==> config.mk <==
export PLATFORM = sky130hd
export DESIGN_NAME = cputmr_top
export DESIGN_NICKNAME = d
export VERILOG_FILES = /design/src/hdl/cputmr_pkg.sv /design/src/hdl/cputmr_top.sv
export VERILOG_INCLUDE_DIRS = /design/src /design/src/hdl
export SDC_FILE = /design/constraint.sdc
export NUM_CORES = 1
export LEC_CHECK = 0
export ABC_CLOCK_PERIOD_IN_PS = 2800
export BUFFER_PORTS_ARGS = -buffer_cell sky130_fd_sc_hd__buf_4
export CAP_MARGIN = 20
export CORE_ASPECT_RATIO = 1.5
export CORE_MARGIN = 4
export CORE_UTILIZATION = 40
export DETAILED_ROUTE_END_ITERATION = 10
export GPL_TIMING_DRIVEN = 0
export PLACE_DENSITY_LB_ADDON = 0.3
export SKIP_LAST_GASP = 1
export SYNTH_ARGS = -nofsm -noshare
export SYNTH_HDL_FRONTEND = slang
export SYNTH_SLANG_ARGS = --single-unit
export TNS_END_PERCENT = 100
==> constraint.sdc <==
create_clock -name aclk -period 2.8 [get_ports aclk]
set_clock_uncertainty 0.2 [all_clocks]
set_input_delay 0.28 -clock aclk [delete_from_list [all_inputs] [get_ports aclk]]
set_output_delay 0.28 -clock aclk [all_outputs]
set_load 0.005 [all_outputs]
==> src/hdl/cputmr_consts.svh <==
// cpu timer constants: register indices, field positions, reset values
`ifndef CPUTMR_CONSTS_SVH
`define CPUTMR_CONSTS_SVH

// register indices; byte address is index times four
`define CPUTMR_IDX_CNT_LO    3'h0
`define CPUTMR_IDX_CNT_HI    3'h1
`define CPUTMR_IDX_PRD_LO    3'h2
`define CPUTMR_IDX_PRD_HI    3'h3
`define CPUTMR_IDX_CTRL      3'h4
`define CPUTMR_IDX_RSVD      3'h5
`define CPUTMR_IDX_DIV_LO    3'h6
`define CPUTMR_IDX_DIV_HI    3'h7

// control register fields
`define CPUTMR_BIT_FLAG      15
`define CPUTMR_BIT_IRQ_EN    14
`define CPUTMR_BIT_FREE      11
`define CPUTMR_BIT_SOFT      10
`define CPUTMR_BIT_RELOAD    5
`define CPUTMR_BIT_STOP      4

// reset values
`define CPUTMR_RST_PERIOD    32'h0000ffff
`define CPUTMR_RST_COUNT     32'h00000000
`define CPUTMR_RST_DIVIDE    32'h00000000

// bus responses
`define CPUTMR_RESP_OKAY     2'h0
`define CPUTMR_RESP_SLVERR   2'h2

`endif

==> src/hdl/cputmr_pkg.sv <==
// cpu timer types
package cputmr_pkg;

    typedef enum logic [0:0] {
        EMU_RUN  = 1'b0,
        EMU_STOP = 1'b1
    } cputmr_emu_e;

    typedef struct packed {
        logic flag;
        logic irq_en;
        logic free_run;
        logic soft_stop;
        logic stop;
    } cputmr_ctrl_s;

endpackage

==> src/hdl/cputmr_top.sv <==
// cpu timer with axi4-lite register slave
//
// Implementation choices: the placing of the registers and the AXI4-Lite register port.
`timescale 1ns/10ps
`default_nettype none
`include "cputmr_consts.svh"

module cputmr_top
    import cputmr_pkg::*;
#(
    parameter int AW = 8
) (
    input  wire logic          aclk,
    input  wire logic          aresetn,
    input  wire logic [AW-1:0] s_axi_awaddr,
    input  wire logic          s_axi_awvalid,
    output var  logic          s_axi_awready,
    input  wire logic [31:0]   s_axi_wdata,
    input  wire logic [3:0]    s_axi_wstrb,
    input  wire logic          s_axi_wvalid,
    output var  logic          s_axi_wready,
    output var  logic [1:0]    s_axi_bresp,
    output var  logic          s_axi_bvalid,
    input  wire logic          s_axi_bready,
    input  wire logic [AW-1:0] s_axi_araddr,
    input  wire logic          s_axi_arvalid,
    output var  logic          s_axi_arready,
    output var  logic [31:0]   s_axi_rdata,
    output var  logic [1:0]    s_axi_rresp,
    output var  logic          s_axi_rvalid,
    input  wire logic          s_axi_rready,
    input  wire logic          debug_halt,
    output var  logic          timer_irq_out
);

    // =====================================================================
    // bus slave state
    logic [AW-1:0] aw_addr;
    logic [AW-1:0] next_aw_addr;
    logic          aw_full;
    logic          next_aw_full;
    logic [15:0]   w_data;
    logic [15:0]   next_w_data;
    logic [1:0]    w_strb;
    logic [1:0]    next_w_strb;
    logic          w_full;
    logic          next_w_full;
    logic          next_awready;
    logic          next_wready;
    logic          next_arready;
    logic          next_bvalid;
    logic [1:0]    next_bresp;
    logic          next_rvalid;
    logic [1:0]    next_rresp;
    logic [31:0]   next_rdata;
    logic          wr_fire;
    logic          wr_ok;
    logic [2:0]    wr_idx;
    logic [2:0]    rd_idx;
    logic          rd_ok;
    logic [15:0]   rd_word;

    // =====================================================================
    // timer state
    logic [31:0]   count;
    logic [31:0]   next_count;
    logic [31:0]   period;
    logic [31:0]   next_period;
    logic [31:0]   divide;
    logic [31:0]   next_divide;
    logic [31:0]   prescale;
    logic [31:0]   next_prescale;
    cputmr_ctrl_s  ctrl;
    cputmr_ctrl_s  next_ctrl;
    cputmr_emu_e   emu;
    cputmr_emu_e   next_emu;
    logic          next_irq;
    logic          running;
    logic          tick;
    logic          zero_evt;
    logic          reload_wr;
    logic [15:0]   ctrl_rd;

    function automatic logic [15:0] merge(input logic [15:0] old, input logic [15:0] wd,
                                          input logic [1:0] strb);
        merge = {strb[1] ? wd[15:8] : old[15:8], strb[0] ? wd[7:0] : old[7:0]};
    endfunction

    // =====================================================================
    // address decode
    assign wr_fire = aw_full && w_full && !s_axi_bvalid;
    assign wr_idx  = aw_addr[4:2];
    assign wr_ok   = (aw_addr[AW-1:5] == '0) && (wr_idx != `CPUTMR_IDX_RSVD);
    assign rd_idx  = s_axi_araddr[4:2];
    assign rd_ok   = (s_axi_araddr[AW-1:5] == '0) && (rd_idx != `CPUTMR_IDX_RSVD);

    // reserved bits and the reload trigger always read zero
    assign ctrl_rd = {ctrl.flag, ctrl.irq_en, 2'h0, ctrl.free_run, ctrl.soft_stop,
                      5'h00, ctrl.stop, 4'h0};

    always_comb begin
        case (rd_idx)
            `CPUTMR_IDX_CNT_LO: rd_word = count[15:0];
            `CPUTMR_IDX_CNT_HI: rd_word = count[31:16];
            `CPUTMR_IDX_PRD_LO: rd_word = period[15:0];
            `CPUTMR_IDX_PRD_HI: rd_word = period[31:16];
            `CPUTMR_IDX_CTRL:   rd_word = ctrl_rd;
            `CPUTMR_IDX_DIV_LO: rd_word = divide[15:0];
            `CPUTMR_IDX_DIV_HI: rd_word = divide[31:16];
            default:            rd_word = 16'h0000;
        endcase
    end

    // =====================================================================
    // axi4-lite handshakes; one write and one read in flight
    always_comb begin
        next_aw_addr = aw_addr;
        next_aw_full = aw_full;
        next_w_data  = w_data;
        next_w_strb  = w_strb;
        next_w_full  = w_full;
        next_bvalid  = s_axi_bvalid;
        next_bresp   = s_axi_bresp;
        next_rvalid  = s_axi_rvalid;
        next_rresp   = s_axi_rresp;
        next_rdata   = s_axi_rdata;
        if (s_axi_awvalid && s_axi_awready) begin
            next_aw_addr = s_axi_awaddr;
            next_aw_full = 1'b1;
        end
        if (s_axi_wvalid && s_axi_wready) begin
            next_w_data = s_axi_wdata[15:0];
            next_w_strb = s_axi_wstrb[1:0];
            next_w_full = 1'b1;
        end
        if (wr_fire) begin
            next_aw_full = 1'b0;
            next_w_full  = 1'b0;
            next_bvalid  = 1'b1;
            next_bresp   = wr_ok ? `CPUTMR_RESP_OKAY : `CPUTMR_RESP_SLVERR;
        end else if (s_axi_bvalid && s_axi_bready) begin
            next_bvalid = 1'b0;
        end
        if (s_axi_arvalid && s_axi_arready) begin
            next_rvalid = 1'b1;
            next_rdata  = rd_ok ? {16'h0000, rd_word} : 32'h00000000;
            next_rresp  = rd_ok ? `CPUTMR_RESP_OKAY : `CPUTMR_RESP_SLVERR;
        end else if (s_axi_rvalid && s_axi_rready) begin
            next_rvalid = 1'b0;
        end
        // ready drops on its handshake and returns once the response is taken
        next_awready = !next_aw_full && !next_bvalid && !(s_axi_awvalid && s_axi_awready);
        next_wready  = !next_w_full && !next_bvalid && !(s_axi_wvalid && s_axi_wready);
        next_arready = !next_rvalid && !(s_axi_arvalid && s_axi_arready);
    end

    always_ff @(posedge aclk) begin
        if (!aresetn) begin
            aw_addr       <= '0;
            aw_full       <= 1'b0;
            w_data        <= 16'h0000;
            w_strb        <= 2'h0;
            w_full        <= 1'b0;
            s_axi_awready <= 1'b0;
            s_axi_wready  <= 1'b0;
            s_axi_arready <= 1'b0;
            s_axi_bvalid  <= 1'b0;
            s_axi_bresp   <= `CPUTMR_RESP_OKAY;
            s_axi_rvalid  <= 1'b0;
            s_axi_rresp   <= `CPUTMR_RESP_OKAY;
            s_axi_rdata   <= 32'h00000000;
        end else begin
            aw_addr       <= next_aw_addr;
            aw_full       <= next_aw_full;
            w_data        <= next_w_data;
            w_strb        <= next_w_strb;
            w_full        <= next_w_full;
            s_axi_awready <= next_awready;
            s_axi_wready  <= next_wready;
            s_axi_arready <= next_arready;
            s_axi_bvalid  <= next_bvalid;
            s_axi_bresp   <= next_bresp;
            s_axi_rvalid  <= next_rvalid;
            s_axi_rresp   <= next_rresp;
            s_axi_rdata   <= next_rdata;
        end
    end

    // =====================================================================
    // timer core
    assign reload_wr = wr_fire && wr_ok && (wr_idx == `CPUTMR_IDX_CTRL) && w_strb[0]
                       && w_data[`CPUTMR_BIT_RELOAD];
    // free run overrides a pending emulation halt
    assign running   = !ctrl.stop && !(emu == EMU_STOP && !ctrl.free_run);
    assign tick      = running && !reload_wr && (prescale == 32'h00000000);
    assign zero_evt  = tick && (count == 32'h00000001);

    always_comb begin
        next_count    = count;
        next_period   = period;
        next_divide   = divide;
        next_prescale = prescale;
        next_ctrl     = ctrl;
        next_emu      = emu;
        next_irq      = 1'b0;
        if (running && !reload_wr) begin
            next_prescale = (prescale == 32'h00000000) ? divide : prescale - 32'h00000001;
        end
        if (tick) begin
            next_count = (count == 32'h00000000) ? period : count - 32'h00000001;
        end
        if (wr_fire && wr_ok) begin
            case (wr_idx)
                `CPUTMR_IDX_CNT_LO: next_count[15:0]   = merge(count[15:0], w_data, w_strb);
                `CPUTMR_IDX_CNT_HI: next_count[31:16]  = merge(count[31:16], w_data, w_strb);
                `CPUTMR_IDX_PRD_LO: next_period[15:0]  = merge(period[15:0], w_data, w_strb);
                `CPUTMR_IDX_PRD_HI: next_period[31:16] = merge(period[31:16], w_data, w_strb);
                `CPUTMR_IDX_DIV_LO: next_divide[15:0]  = merge(divide[15:0], w_data, w_strb);
                `CPUTMR_IDX_DIV_HI: next_divide[31:16] = merge(divide[31:16], w_data, w_strb);
                `CPUTMR_IDX_CTRL: begin
                    if (w_strb[1]) begin
                        if (w_data[`CPUTMR_BIT_FLAG]) begin
                            next_ctrl.flag = 1'b0;
                        end
                        next_ctrl.irq_en    = w_data[`CPUTMR_BIT_IRQ_EN];
                        next_ctrl.free_run  = w_data[`CPUTMR_BIT_FREE];
                        next_ctrl.soft_stop = w_data[`CPUTMR_BIT_SOFT];
                    end
                    if (w_strb[0]) begin
                        next_ctrl.stop = w_data[`CPUTMR_BIT_STOP];
                    end
                end
                default: next_ctrl = ctrl;
            endcase
        end
        if (reload_wr) begin
            next_count    = period;
            next_prescale = divide;
        end
        // set beats a same-cycle clear, and ignores the enable
        if (zero_evt) begin
            next_ctrl.flag = 1'b1;
            next_irq       = ctrl.irq_en;
        end
        // emulation halt applies only while the core is held at a breakpoint
        if (!debug_halt) begin
            next_emu = EMU_RUN;
        end else if (emu == EMU_RUN && !ctrl.free_run) begin
            if (!ctrl.soft_stop && tick) begin
                next_emu = EMU_STOP;
            end else if (ctrl.soft_stop && zero_evt) begin
                next_emu = EMU_STOP;
            end
        end
    end

    always_ff @(posedge aclk) begin
        if (!aresetn) begin
            count         <= `CPUTMR_RST_COUNT;
            period        <= `CPUTMR_RST_PERIOD;
            divide        <= `CPUTMR_RST_DIVIDE;
            prescale      <= `CPUTMR_RST_DIVIDE;
            ctrl          <= '0;
            emu           <= EMU_RUN;
            timer_irq_out <= 1'b0;
        end else begin
            count         <= next_count;
            period        <= next_period;
            divide        <= next_divide;
            prescale      <= next_prescale;
            ctrl          <= next_ctrl;
            emu           <= next_emu;
            timer_irq_out <= next_irq;
        end
    end
endmodule
`default_nettype wire

; ---- After elaboration in Yosys (flattened, before gate mapping)
; Index checks and enable logic that the tools add are counted.
[word_totals]
reg_bits = 204
latchBits = 0
ram_bits = 0
rom_bits = 0
inputBits = 60
word_cells = 151
n_memories = 0
[classes]
add_sub_neg = 2
multipliers = 0
n_div = 0
n_lt_le_gt_ge = 0
n_eq_ne = 19
shifts = 0
mux = 31
bitwise_logic = 1
n_reduce_logical = 65
[ops]
columns = op, count
row1 = 32-bit two-way mux, 7
row2 = 16-bit case mux with 7 select lines, 1
row3 = 32-bit zero test, 2
row4 = "32-bit by 1-bit subtractor with 32-bit output, second input constant", 2
row5 = 16-bit two-way mux, 3
row6 = "32-bit by 1-bit equality test with 1-bit output, second input constant", 1
row7 = 3-bit AND reduction, 10
row8 = 1-bit logical AND, 26
row9 = "3-bit equality test, second input constant", 6
row10 = 8-bit two-way mux, 2
row11 = "4-bit inequality test, second input constant", 4
row12 = 1-bit zero test, 13
row13 = 1-bit two-way mux, 13
row14 = "3-bit by 2-bit equality test with 1-bit output, second input constant", 4
row15 = 3-bit zero test, 4
row16 = 2-bit nonzero test, 6
row17 = 5-bit two-way mux, 2
row18 = "3-bit by 1-bit equality test with 1-bit output, second input constant", 2
row19 = "3-bit inequality test, second input constant", 2
row20 = 2-bit AND reduction, 3
row21 = 2-bit two-way mux, 2
row22 = 4-bit two-way mux, 1
row23 = 4-bit AND reduction, 1
row24 = 1-bit NOT, 1

; ---- Depth between registers and ports, before layout
[depth]
word_depth = 13
ltp_mapped = 10
depth_no_buf = 9

; ---- Worst setup path after synthesis
; Ideal clock, no wire load.
[synth_path]
kind = register to register
start = register prescale[10]
end = register count[2]
setup_time_ns = 0.066
t_arrival_ns = 2.587
required_ns = 2.534
setup_slack_ns = -0.053
path_stages_with_launch = 10
n_path_buf = 2
cell_sequence = dfxtp_1 > or4_4 > or4_4 > buf_6 > or4_4 > nor2_4 > buf_6 > o2111ai_1 > a21o_1 > a21oi_2
[synth_between]
elab_chain_len = 6
[synth_lines]
columns = element, line
row1 = from (decl), cputmr_top.sv:71  ; logic [31:0] prescale;
row2 = from (signal assigned), cputmr_top.sv:262  ; prescale <= `CPUTMR_RST_DIVIDE;
row3 = from (signal assigned), cputmr_top.sv:270  ; prescale <= next_prescale;
row4 = 32-bit zero test *, cputmr_top.sv:195  ; assign tick = running && !reload_wr && (prescale == 32'h00000000);
row5 = 1-bit logical AND *, cputmr_top.sv:195
row6 = 32-bit two-way mux *, cputmr_top.sv:209  ; if (tick) begin
row7 = 16-bit two-way mux, cputmr_top.sv:213  ; case (wr_idx)
row8 = 32-bit two-way mux *, cputmr_top.sv:212  ; if (wr_fire && wr_ok) begin
row9 = 32-bit two-way mux *, cputmr_top.sv:236  ; if (reload_wr) begin
row10 = to (signal assigned), cputmr_top.sv:259  ; count <= `CPUTMR_RST_COUNT;
row11 = to (signal assigned), cputmr_top.sv:267  ; count <= next_count;
row12 = to (decl), cputmr_top.sv:65  ; logic [31:0] count;
; Every way passes the cells marked *; elsewhere a longest branch is shown, timed or not.
; A chain may end at the register's enable or synchronous reset.

; ---- Worst setup path in the final report
[layout_path]
start = register prescale[13]
end = register count[11]
; The elaborated chain is that of the path after synthesis.

==> run metrics <==
clk_lat worst skew about 450 ps; Tmin final 2980 ps; worst path cell trace or4_4 -> or4_4 -> buf_6 -> nor3_4 -> buf_12 -> nand2_4 -> buf_12 -> buf_12 -> o21ai_2 -> o211ai_1 -> a221oi_1; largest cells by area after synthesis dfxtp_1 (35%), nand2_1 (6.8%), mux2i_1 (6.5%), o21ai_0 (4.8%), a21boi_0 (3.9%); post-synthesis register bit count ~180; most common cell type on the critical path buf_12; Mapped Area 10600 um2; Max Fclk 336 MHz; vias per cell about 6.3; critical path endpoint category flop; Final setup viols 46; Max-Cap Viols 0; total CTS buffers 17; Pre-Repair DR Iteration Count 6; Routability Congestion 0.988; Critical path buffers and inverters 4; worst-path maximum fanout 5; Yosys top cell by area dfxtp_1; status complete, but fails checks; Layout area overhead 33.4%; GRT Residual Overflow 0; Required @ worst endpoint 2960 ps; startpoint types flop; Port Buf Inserts between 50 and 60; via count between 10k and 15k; Clk pin slew, worst setup/hold paths 80 ps; slowest CP cell or4_4; failing checks setup timing; non-filler cells, final 1900; Worst Tran Pin Value 1040 ps; commonest register cell after synthesis dfxtp_1; max incr delay on CP 540 ps; CP top delay family simple AND/OR/NAND/NOR gates; Avg Inst Size Synth 7.83 um2; Core Region 26000 um2; root buf cell clkbuf_16; Cells after Synth between 1k and 1.5k; fin worst setup slack -180 ps; CTS tree yes; net count reported at finish 1615; FFs w/ async S/R, synth 0%; Starting Density 40.9%; first-pass GRT wire length between 60 and 70 mm; Worst VDD drop 2.21 mV; vias in the first global route approximately 11k; Ports about 100; Ys Warns 0; Crit path arrival time ~3100 ps; detailed-route wire length 47.4 mm; DIE WIDTH roughly 140 um; DPL Wire Length 33.4 mm; most common cell after layout, fill and taps aside nand2_1; Residual DRC 0; die height 208 um; Sink Count approximately 180; relative slew slack 30.5%; period utilisation layout 106%; CTS Buffer Depth 2; Hold Crit Class input pin to flop; most frequent cells in the layout nand2_1 (185), dfxtp_1 (180), buf_4 (109); initial antenna violation count 1; kind of critical path flop to flop; antenna-violating nets left 0; top cell type's share of synthesized area 34.6%; post-synthesis sequential area ratio 34.6%; htree depth 4; layout cells sized above 1 23.3%; Total GRT Usage 30.7%; P_leak 5.23 nW; pwr dens 1410 nW/um2; max-slew violations 0; largest net degree at the start of global routing 17; Initial DRC Count 1242; end-of-flow core utilization 54.5%; RSZ-0062 raised after global routing yes; row count 72; Final Hold Vio Count 0; DIE AREA 29300 um2; number of distinct library cells after synthesis between 70 and 80; # placed instances 1767; DR WL/cell 24.9 um; Post-synth EDFFs 0
-- final cells by class --
type	instances	area, um2
flip-flops and latches	184	3690
well taps	333	417
repair buffers	170	1670
multi-input cells	1053	7110
clock inverters	11	138
clock buffers	21	470
plain buffers	100	602
inverters	25	93.8
diodes	3	7.51
fillers	2306	11800
-- through the flow --
step                total power [W]  setup TNS, ps  hold slack (ps)  cell area, um2  setup WS (ps)
finish                       0.0201          -2840             83.3           14200           -180
global route                 0.0209          -5590              114           14200           -218
CTS                          0.0183          -5320             66.0           13600           -177
detailed placement           0.0115         -42040              281           11600           -855
global placement             0.0115         -43340              271           11600           -911
floorplan                   0.00990              0              203           10700           6.05
-- metal layers --
layer / GRT usage (%) / part of all wire [%] / vias up / wire length (um)
met5: 0 / 0 / - / 0
met2: 50.5 / 47 / 746 / 22200
met3: 5.76 / 8.4 / 296 / 3960
met4: 26.8 / 11 / 0 / 4980
met1: 33.2 / 34 / 5643 / 16300
li1: - / - / 5276 / -
-- state kept, by name, indices dropped and copies added, names as in the netlist, 2 cells and up --
signal and cells:
aw_addr 6, count 32, ctrl 5, divide 32
period 32, prescale 32, s_axi_rdata 16, w_data 16
w_strb 2
-- cells in the mapped netlist, types with 25 or more instances --
master      n
nand2_1   194
a21oi_1    82
mux2i_1    69
nor2b_1    57
nor3_1     41
inv_1      25
clkbuf_1   77
a21boi_0   55
nor2_1     94
nand3_1    40
dfxtp_1   184
o21ai_0   102
-- path summary, 6_finish.rpt --
kind	end	depth (start not counted)	slack, ps	startpoint
max	count[11]	11	-180	prescale[13]
min	count[31]	3	80	aresetn
max reg2reg	count[11]	11	-180	prescale[13]
min reg2reg	aw_addr[7]	2	310	aw_addr[7]
-- cell families (layout without fill, tap and decap cells) --
kind of cell / count (synthesis) / after routing / synth area share (%)
other: 1 / 21 / 0.0352
AO/OA/AOI/OAI: 381 / 381 / 23.1
multiplexers: 82 / 82 / 8.92
buffers and inverters: 139 / 327 / 5.82
flip-flops: 184 / 184 / 34.6
adder cells (fa/ha/maj): 4 / 4 / 0.470
AND/OR/NAND/NOR: 568 / 568 / 27.1
-- worst min-delay path, delay by kind of cell --
kind	cells	cell delay, ps
compound gates	2	240
buf+inv	1	170
-- power breakdown --
part	internal, W	total, W	leakage (nW)	switching (W)
Sequential	0.00300	0.00365	1.49	0.000651
Combinational	0.00569	0.0139	3.44	0.00818
Clock	0.00140	0.00255	0.288	0.00115
-- repair_timing --
| item | CTS | global route |
|---|---|---|
| buffers inserted | 53 | 22 |
| endpoints found under the hold margin | 30 | 0 |
| resized for setup | 174 | 124 |
| pin swaps | 52 | 61 |
| cloned | 7 | 0 |
| hold buffers | 35 | 0 |
| endpoints found under the setup margin | 117 | 128 |
Note: power is estimated with default switching activity, not from simulation.
